==> src/rtl/aidi_pkg.sv <==
// Shared constants and types of the analog input data interface
package aidi_pkg;

	// ****************************************
	// Clock and sampling interval
	// ****************************************
	localparam int unsigned CLK_HZ = 40_000_000;
	localparam int unsigned CYC_PER_US = CLK_HZ / 1_000_000;
	localparam int unsigned SAMPLE_US_1 = 20;
	localparam int unsigned SAMPLE_US_2 = 25;
	localparam int unsigned SAMPLE_US_3 = 30;
	localparam int unsigned SAMPLE_US_4 = 35;
	localparam int unsigned TIMER_W = 11;
	localparam logic [TIMER_W-1:0] SAMPLE_CYC_1 = TIMER_W'(SAMPLE_US_1 * CYC_PER_US);
	localparam logic [TIMER_W-1:0] SAMPLE_CYC_2 = TIMER_W'(SAMPLE_US_2 * CYC_PER_US);
	localparam logic [TIMER_W-1:0] SAMPLE_CYC_3 = TIMER_W'(SAMPLE_US_3 * CYC_PER_US);
	localparam logic [TIMER_W-1:0] SAMPLE_CYC_4 = TIMER_W'(SAMPLE_US_4 * CYC_PER_US);

	// ****************************************
	// Data layout
	// ****************************************
	localparam int unsigned NUM_INPUTS = 4;
	localparam int unsigned DATA_W = 16;
	localparam logic [DATA_W-1:0] RESULT_RST = 16'h0000;
	localparam logic [7:0] BYTE_RST = 8'h00;
	localparam logic [2:0] COUNT_MAX = 3'h4;

	// Fault byte bit positions
	localparam int unsigned FAULT_SCALE_BIT = 0;
	localparam int unsigned FAULT_CFG_BIT = 1;
	localparam int unsigned FAULT_AVE_BIT = 3;
	localparam int unsigned FAULT_MODE_BIT = 4;
	localparam int unsigned FAULT_DIRECT_BIT = 5;
	localparam int unsigned FAULT_ADC_BIT = 6;

	// ****************************************
	// Setting codes
	// ****************************************
	localparam logic [7:0] RANGE_BIP10 = 8'h00;
	localparam logic [7:0] RANGE_UNI10 = 8'h02;
	localparam logic [7:0] RANGE_CUR420 = 8'h03;
	localparam logic [7:0] RANGE_BIP5 = 8'h06;
	localparam logic [7:0] RANGE_1TO5 = 8'h07;
	localparam logic [15:0] AVE_CODE_MAX = 16'h0009;
	localparam logic [7:0] MODE_CYCLIC = 8'h00;
	localparam logic [7:0] MODE_DIRECT = 8'h01;
	localparam logic signed [15:0] SCALE_HI = 16'sh7D00;
	localparam logic signed [15:0] SCALE_LO = -16'sh7D00;

	typedef enum logic [1:0] {
		AIDI_ST_LOAD = 2'b00,
		AIDI_ST_IDLE = 2'b01,
		AIDI_ST_REQ = 2'b10
	} aidi_state_e;

endpackage

==> src/rtl/aidi_interval_timer.sv <==
// Free running interval timer that pulses once per sampling period
`timescale 1ns/100ps
module aidi_interval_timer #(
	parameter int unsigned CNT_W = aidi_pkg::TIMER_W
) (
	input wire logic clk_i,
	input wire logic rst_n_i,
	input wire logic run_i,
	input wire logic [CNT_W-1:0] period_i,
	output logic tick_o
);

	initial begin
		if (CNT_W < aidi_pkg::TIMER_W) begin
			$error("aidi_interval_timer: CNT_W too small for the longest interval");
		end
	end

	typedef struct packed {
		logic [CNT_W-1:0] cnt;
		logic tick;
	} aidi_tmr_s;

	aidi_tmr_s st_ff;
	aidi_tmr_s nxt_st;

	always_comb begin
		nxt_st = st_ff;
		nxt_st.tick = 1'b0;
		if (!run_i) begin
			nxt_st.cnt = '0;
		end else if (st_ff.cnt >= period_i - CNT_W'(1)) begin
			nxt_st.cnt = '0;
			nxt_st.tick = 1'b1;
		end else begin
			nxt_st.cnt = st_ff.cnt + CNT_W'(1);
		end
	end

	always_ff @(posedge clk_i) begin
		if (!rst_n_i) begin
			st_ff <= '0;
		end else begin
			st_ff <= nxt_st;
		end
	end

	assign tick_o = st_ff.tick;

endmodule

==> src/rtl/aidi_channel.sv <==
// One input channel: live value, peak hold and zero when unused
`timescale 1ns/100ps
module aidi_channel #(
	parameter int unsigned DATA_W = aidi_pkg::DATA_W
) (
	input wire logic clk_i,
	input wire logic rst_n_i,
	input wire logic enable_i,
	input wire logic sample_valid_i,
	input wire logic [DATA_W-1:0] sample_i,
	input wire logic hold_i,
	output logic [DATA_W-1:0] result_o
);

	initial begin
		if (DATA_W != aidi_pkg::DATA_W) begin
			$error("aidi_channel: result width is fixed");
		end
	end

	typedef struct packed {
		logic [DATA_W-1:0] live;
		logic [DATA_W-1:0] peak;
		logic [DATA_W-1:0] result;
	} aidi_chan_s;

	aidi_chan_s st_ff;
	aidi_chan_s nxt_st;

	always_comb begin
		nxt_st = st_ff;
		if (!enable_i) begin
			nxt_st = '0;
		end else if (sample_valid_i) begin
			nxt_st.live = sample_i;
			if (!hold_i || $signed(sample_i) > $signed(st_ff.peak)) begin
				nxt_st.peak = sample_i;
			end
		end else if (!hold_i) begin
			nxt_st.peak = st_ff.live;
		end
		nxt_st.result = hold_i ? nxt_st.peak : nxt_st.live;
	end

	always_ff @(posedge clk_i) begin
		if (!rst_n_i) begin
			st_ff <= '0;
		end else begin
			st_ff <= nxt_st;
		end
	end

	assign result_o = st_ff.result;
endmodule

==> src/rtl/aidi_top.sv <==
// Analog input data interface: refresh exchange, settings load, sampling and fault flags
`timescale 1ns/100ps
module aidi_top #(
	parameter int unsigned NUM_INPUTS = aidi_pkg::NUM_INPUTS
) (
	input wire logic clk_i,
	input wire logic rst_n_i,
	input wire logic restart_i,
	input wire logic refresh_i,
	input wire logic [15:0] peak_hold_request_i,
	input wire logic [7:0] active_input_count_i,
	input wire logic [NUM_INPUTS-1:0][7:0] input_range_code_i,
	input wire logic [NUM_INPUTS-1:0][15:0] averaging_code_i,
	input wire logic [NUM_INPUTS-1:0][15:0] scale_low_i,
	input wire logic [NUM_INPUTS-1:0][15:0] scale_high_i,
	input wire logic [7:0] conversion_mode_i,
	input wire logic [NUM_INPUTS-1:0] open_input_i,
	input wire logic adc_valid_i,
	input wire logic [15:0] adc_data_i,
	input wire logic adc_fail_i,
	output logic adc_req_o,
	output logic [1:0] adc_chan_o,
	output logic [15:0] channel_result1_o,
	output logic [15:0] channel_result2_o,
	output logic [15:0] channel_result3_o,
	output logic [15:0] channel_result4_o,
	output logic [15:0] peak_hold_request_o,
	output logic [7:0] open_input_flag_o,
	output logic [7:0] unit_fault_flags_o,
	output logic settings_loaded_o
);

	initial begin
		if (NUM_INPUTS != aidi_pkg::NUM_INPUTS) begin
			$error("aidi_top: the unit has exactly four inputs");
		end
	end

	// ****************************************
	// State
	// ****************************************
	typedef struct packed {
		aidi_pkg::aidi_state_e state;
		logic [1:0] chan;
		logic [2:0] count;
		logic scale_fault;
		logic cfg_fault;
		logic ave_fault;
		logic mode_fault;
		logic direct;
		logic conv_fail;
		logic [3:0] hold;
		logic [3:0] strobe;
		logic [15:0] sample;
		logic req;
		logic [3:0] open_meta;
		logic [3:0] open_sync;
		logic [3:0][15:0] pub_result;
		logic [3:0] pub_open;
		logic [7:0] pub_fault;
		logic loaded;
	} aidi_top_s;

	aidi_top_s st_ff;
	aidi_top_s nxt_st;

	logic [3:0] chan_en;
	logic [3:0][15:0] chan_result;
	logic tick;
	logic [aidi_pkg::TIMER_W-1:0] period;
	logic [7:0] fault_byte;

	// ****************************************
	// Setting checks
	// ****************************************
	function automatic logic range_ok(input logic [7:0] code);
		logic ok;
		ok = (code == aidi_pkg::RANGE_BIP10) || (code == aidi_pkg::RANGE_UNI10) ||
			(code == aidi_pkg::RANGE_CUR420) || (code == aidi_pkg::RANGE_BIP5) ||
			(code == aidi_pkg::RANGE_1TO5);
		return ok;
	endfunction

	function automatic logic scale_bad(input logic [15:0] lo, input logic [15:0] hi);
		logic bad;
		bad = ($signed(lo) > aidi_pkg::SCALE_HI) || ($signed(lo) < aidi_pkg::SCALE_LO) ||
			($signed(hi) > aidi_pkg::SCALE_HI) || ($signed(hi) < aidi_pkg::SCALE_LO) ||
			((lo == hi) && (lo != aidi_pkg::RESULT_RST));
		return bad;
	endfunction

	// ****************************************
	// Channel enables and interval select
	// ****************************************
	always_comb begin
		for (int i = 0; i < 4; i++) begin
			chan_en[i] = (3'(i) < st_ff.count);
		end
		case (st_ff.count)
			3'h1: period = aidi_pkg::SAMPLE_CYC_1;
			3'h2: period = aidi_pkg::SAMPLE_CYC_2;
			3'h3: period = aidi_pkg::SAMPLE_CYC_3;
			default: period = aidi_pkg::SAMPLE_CYC_4;
		endcase
	end

	// Unassigned bits stay zero
	always_comb begin
		fault_byte = aidi_pkg::BYTE_RST;
		fault_byte[aidi_pkg::FAULT_SCALE_BIT] = st_ff.scale_fault;
		fault_byte[aidi_pkg::FAULT_CFG_BIT] = st_ff.cfg_fault;
		fault_byte[aidi_pkg::FAULT_AVE_BIT] = st_ff.ave_fault;
		fault_byte[aidi_pkg::FAULT_MODE_BIT] = st_ff.mode_fault;
		fault_byte[aidi_pkg::FAULT_DIRECT_BIT] = st_ff.direct;
		fault_byte[aidi_pkg::FAULT_ADC_BIT] = st_ff.conv_fail;
	end

	// ****************************************
	// Next state
	// ****************************************
	always_comb begin
		nxt_st = st_ff;
		nxt_st.strobe = 4'h0;
		nxt_st.open_meta = open_input_i;
		nxt_st.open_sync = st_ff.open_meta;
		case (st_ff.state)
			aidi_pkg::AIDI_ST_LOAD: begin
				// Settings are sampled here and nowhere else
				nxt_st.count = (active_input_count_i > 8'(aidi_pkg::COUNT_MAX)) ? 3'h0 :
					active_input_count_i[2:0];
				nxt_st.cfg_fault = (active_input_count_i > 8'(aidi_pkg::COUNT_MAX));
				nxt_st.scale_fault = 1'b0;
				nxt_st.ave_fault = 1'b0;
				for (int i = 0; i < 4; i++) begin
					if (!range_ok(input_range_code_i[i])) begin
						nxt_st.cfg_fault = 1'b1;
					end
					if (scale_bad(scale_low_i[i], scale_high_i[i])) begin
						nxt_st.scale_fault = 1'b1;
					end
					if (averaging_code_i[i] > aidi_pkg::AVE_CODE_MAX) begin
						nxt_st.ave_fault = 1'b1;
					end
				end
				nxt_st.mode_fault = (conversion_mode_i != aidi_pkg::MODE_CYCLIC) &&
					(conversion_mode_i != aidi_pkg::MODE_DIRECT);
				nxt_st.direct = (conversion_mode_i == aidi_pkg::MODE_DIRECT);
				nxt_st.conv_fail = 1'b0;
				nxt_st.req = 1'b0;
				nxt_st.chan = 2'h0;
				nxt_st.loaded = 1'b1;
				nxt_st.state = aidi_pkg::AIDI_ST_IDLE;
			end
			aidi_pkg::AIDI_ST_IDLE: begin
				if (tick && (st_ff.count != 3'h0)) begin
					nxt_st.chan = 2'h0;
					nxt_st.req = 1'b1;
					nxt_st.state = aidi_pkg::AIDI_ST_REQ;
				end
			end
			aidi_pkg::AIDI_ST_REQ: begin
				if (adc_valid_i) begin
					nxt_st.strobe[st_ff.chan] = 1'b1;
					nxt_st.sample = adc_data_i;
					nxt_st.conv_fail = adc_fail_i;
					if (3'(st_ff.chan) + 3'h1 < st_ff.count) begin
						nxt_st.chan = st_ff.chan + 2'h1;
					end else begin
						nxt_st.req = 1'b0;
						nxt_st.state = aidi_pkg::AIDI_ST_IDLE;
					end
				end
			end
			default: begin
				nxt_st.state = aidi_pkg::AIDI_ST_LOAD;
			end
		endcase
		// Refresh exchange: take the command word, publish the data
		if (refresh_i) begin
			nxt_st.hold = peak_hold_request_i[3:0];
			nxt_st.pub_result = chan_result;
			nxt_st.pub_open = st_ff.open_sync & chan_en;
			nxt_st.pub_fault = fault_byte;
		end
		// Restart wins over the state, request and loaded updates above
		if (restart_i) begin
			nxt_st.state = aidi_pkg::AIDI_ST_LOAD;
			nxt_st.req = 1'b0;
			nxt_st.loaded = 1'b0;
		end
	end

	always_ff @(posedge clk_i) begin
		if (!rst_n_i) begin
			st_ff <= '0;
		end else begin
			st_ff <= nxt_st;
		end
	end

	// ****************************************
	// Submodules
	// ****************************************
	aidi_interval_timer #(
		.CNT_W(aidi_pkg::TIMER_W)
	) u_timer (
		.clk_i(clk_i),
		.rst_n_i(rst_n_i),
		.run_i(st_ff.loaded && (st_ff.count != 3'h0)),
		.period_i(period),
		.tick_o(tick)
	);

	for (genvar g = 0; g < 4; g++) begin : g_chan
		aidi_channel #(
			.DATA_W(aidi_pkg::DATA_W)
		) u_chan (
			.clk_i(clk_i),
			.rst_n_i(rst_n_i),
			.enable_i(chan_en[g]),
			.sample_valid_i(st_ff.strobe[g]),
			.sample_i(st_ff.sample),
			.hold_i(st_ff.hold[g]),
			.result_o(chan_result[g])
		);
	end

	// ****************************************
	// Outputs
	// ****************************************
	assign adc_req_o = st_ff.req;
	assign adc_chan_o = st_ff.chan;
	assign channel_result1_o = st_ff.pub_result[0];
	assign channel_result2_o = st_ff.pub_result[1];
	assign channel_result3_o = st_ff.pub_result[2];
	assign channel_result4_o = st_ff.pub_result[3];
	assign peak_hold_request_o = {12'h000, st_ff.hold};
	assign open_input_flag_o = {4'h0, st_ff.pub_open};
	assign unit_fault_flags_o = st_ff.pub_fault;
	assign settings_loaded_o = st_ff.loaded;

	// ****************************************
	// Assertions
	// ****************************************
	logic [aidi_pkg::TIMER_W:0] gap_cnt;
	always_ff @(posedge clk_i) begin
		if (!rst_n_i) begin
			gap_cnt <= '0;
		end else if (!st_ff.loaded) begin
			// Timer starts at the load edge, one cycle ahead of this count
			gap_cnt <= '1;
		end else if (tick) begin
			gap_cnt <= '0;
		end else begin
			gap_cnt <= gap_cnt + 12'h001;
		end
	end
endmodule

==> config.mk <==
export PLATFORM = sky130hd
export DESIGN_NAME = aidi_top
export DESIGN_NICKNAME = d
export VERILOG_FILES = /design/src/rtl/aidi_pkg.sv /design/src/rtl/aidi_interval_timer.sv /design/src/rtl/aidi_channel.sv /design/src/rtl/aidi_top.sv
export SDC_FILE = /design/constraint.sdc
export NUM_CORES = 1
export LEC_CHECK = 0
export ABC_AREA = 1
export CORE_MARGIN = 8
export CORE_UTILIZATION = 65
export DETAILED_ROUTE_END_ITERATION = 12
export DONT_BUFFER_PORTS = 1
export GPL_TIMING_DRIVEN = 0
export PLACE_DENSITY_LB_ADDON = 0.1
export SYNTH_ARGS = -nofsm -noshare
export SYNTH_HDL_FRONTEND = slang
export SYNTH_SLANG_ARGS = --single-unit
==> constraint.sdc <==
create_clock -name clk_i -period 5.9 [get_ports clk_i]
set_input_delay 0.295 -clock clk_i [delete_from_list [all_inputs] [get_ports clk_i]]
set_output_delay 0.295 -clock clk_i [all_outputs]
set_load 0.05 [all_outputs]
==> out/metrics.csv <==
metric,value,unit
Pwr Density,275,nW/µm²
Die Y,177,µm
Num CTS Buffers,35,
reg2reg start,st_ff[117],
Reg-to-Reg End,u_timer.st_ff[10],
antenna violations before repair,3,
1st-iter DRT viols,2065,
Yosys Warn Count,0,
r2r setup slk,2.67,ns
Tmin final,3.23,ns
"Seq/Total Area, Yosys",0.384,
Main synth FF type,dfxtp_1,
routed vias/inst,6.02,
number of flops mapped to enable cells by yosys,0,
endpoints failing setup,0,
Final Power,0.00516,W
IO Port Bufs,0,
share of cells above drive strength 1,0.0830,
endpoint class of the critical path,flop,
Clk Tree Root Cell,clkbuf_16,
first-pass GRT wire length,89.8,mm
skew final,0.0203,ns
CP startpoint kind,flop,
clock sinks,325,
worst slew pin tran,1.23,ns
"top cells by area, synth","dfxtp_1, nand2_1, nor2_1",
Clock Tree Buf Depth,3,
mapped cell area,16900,µm²
Max Fclk,309,MHz
largest net degree at the start of global routing,15,
min-delay worst type,in2reg,
dominant cell type by area after synthesis,dfxtp_1,
status,"complete, no violations",
core area,25800,µm²
gpl congestion,1.04,
Critical Path RT,6.27,ns
non-filler instance count after layout,2818,
crit path launch,st_ff[117],
final worst slack,2.67,ns
Yosys top cell area share,0.384,
CTS tree,built,
P_leak,8.27,nW
clock transition at the registers of the reported paths,0.06,ns
nets@finish,2821,
Starting Density,0.656,
Residual DRC,0,
num ports,382,
Hold WS,0.0216,ns
#FFs+latches synth,325,
Crit Path Max Fanout,10,
gate count of the mapped netlist,2383,
Via Count,17000,
overall routed net length,59.9,mm
R2R cell count,20,
commonest cells in the netlist,"nand2_1, nor2_1, dfxtp_1",
total gr overflow,0,
Critical Path End,u_timer.st_ff[10],
worst-skew pair later-pin latency,0.52,ns
number of global-route vias before repair,15900,
number of max-cap violations,0,
pre-CTS WS,2.74,ns
unique cell type count in the Yosys netlist,44,
post-synthesis average cell area,7.11,µm²
final hold viol count,0,
RSZ-0062 raised after global routing,false,
placed cell count,2735,
"antenna viol nets, final",0,
Max-slew headroom,0.180,
kind of critical path,reg2reg,
WP data arrival,3.60,ns
std cell rows,59,
setup tns final,0,ns
Max IR drop VDD,308,µV
gr usage total,0.367,
Area Overhead vs Synth,10.9,%
Detailed Routing Iterations Pass 1,8,
DR WL/cell,21.2,µm
Max Slew Vio Count,0,
most frequent cell after synthesis,nand2_1,
H-Tree Depth,2,
Detailed Place HPWL,45.8,mm
Final Cycle Share,0.548,
die width,177,µm
Async SR Flop Fraction,0,
Die Area,31500,µm²
-- what timing repair did --
action	4_1_cts	5_1_grt
endpoints found under the hold margin	19	0
hold buffers	21	0
resized for setup	0	0
setup buffers	0	0
-- through the flow --
step,instance area [µm²],utilization
after global placement,17400,0.674
final,18800,0.727
after floorplan,17000,-
after CTS,18800,0.727
after detailed placement,17400,0.674
after global routing,18800,0.727
-- critical path: stages, from the launching register on --
cell,delay [ns]
dfxtp_1,0.47
inv_1,0.10
nor3_1,0.31
inv_1,0.14
ha_1,0.23
o21ai_0,0.12
inv_1,0.10
nor2_1,0.17
inv_1,0.08
ha_1,0.27
nand2_1,0.05
inv_1,0.05
nand2_1,0.04
o21a_1,0.16
o21ai_0,0.15
nand2_1,0.07
a21oi_1,0.13
nor2_1,0.05
nand2_1,0.09
buf_2,0.22
nor3_1,0.08
-- power by group --
| part | switching (W) | internal [W] | leakage [nW] |
|---|---|---|---|
| combinational | 0.000474 | 0.000222 | 5.06 |
| sequential | 0.0000337 | 0.00223 | 2.64 |
| clock | 0.000880 | 0.00132 | 0.569 |
-- cell usage in the layout (no fill, tap or decap), types with 5 or more instances in the layout --
| cell | instances |
|---|---|
| a21oi_1 | 133 |
| xnor2_1 | 35 |
| nand2_1 | 422 |
| dlygate4sd3_1 | 21 |
| nand4_1 | 33 |
| clkbuf_8 | 7 |
| o21ai_0 | 219 |
| buf_4 | 99 |
| clkinv_2 | 5 |
| conb_1 | 18 |
| dfxtp_1 | 325 |
| a211oi_1 | 49 |
| buf_1 | 7 |
| nand2_4 | 5 |
| ha_1 | 81 |
| nand3_1 | 168 |
| clkbuf_16 | 35 |
| or2_2 | 11 |
| nor3_1 | 24 |
| nor4_1 | 45 |
| xor2_1 | 19 |
| buf_2 | 18 |
| inv_1 | 177 |
| clkbuf_1 | 101 |
| nor2_1 | 367 |
-- layout make-up --
cell class / instances / area (µm²)
clock inverters: 12 / 150
plain buffers: 222 / 1260
flip-flops and latches: 325 / 6510
fillers: 2147 / 7050
repair buffers: 21 / 210
inverters: 182 / 683
diodes: 1 / 2.50
multi-input cells: 1671 / 8560
well taps: 335 / 419
clock buffers: 49 / 998
-- layer usage --
metal | up-vias | global-route usage | wire [µm]
li1 | 7894 | - | -
met2 | 1035 | 0.589 | 26800
met3 | 156 | 0.0762 | 7140
met5 | - | 0 | 27
met1 | 7887 | 0.482 | 23700
met4 | 4 | 0.131 | 2200
-- how the worst min path moves through the flow --
| stage | from | cells after the start | to |
|---|---|---|---|
| 2_1_floorplan | nxt_st[77] | 2 | st_ff[77] |
| 3_3_place_gp | open_input_i[1] | 2 | nxt_st[78] |
| 3_5_place_dp | open_input_i[1] | 2 | nxt_st[78] |
| 4_1_cts | adc_data_i[0] | 2 | st_ff[86] |
| 5_1_grt | adc_data_i[15] | 2 | st_ff[101] |
| 6_report | adc_data_i[0] | 2 | st_ff[86] |
-- state kept, by name (all words and copies together) (netlist names) --
register / cells
fault_byte: 6
channel_result4_o: 16
open_input_flag_o: 4
adc_chan_o: 2
adc_req_o: 1
settings_loaded_o: 1
g_chan.u_chan.st_ff: 128
peak_hold_request_o: 4
st_ff: 29
g_chan.u_chan.result_o: 64
unit_fault_flags_o: 6
u_timer.st_ff: 11
channel_result1_o: 16
nxt_st: 4
channel_result3_o: 16
u_timer.tick_o: 1
channel_result2_o: 16
-- cell families after synthesis --
kind of cell | synth area share
AO/OA/AOI/OAI | 0.136
XOR/XNOR | 0.0279
adder cells (fa/ha/maj) | 0.0598
buffers and inverters | 0.115
flip-flops | 0.384
other | 0.000221
AND/OR/NAND/NOR | 0.278
Power figures use the tool's default switching activity.
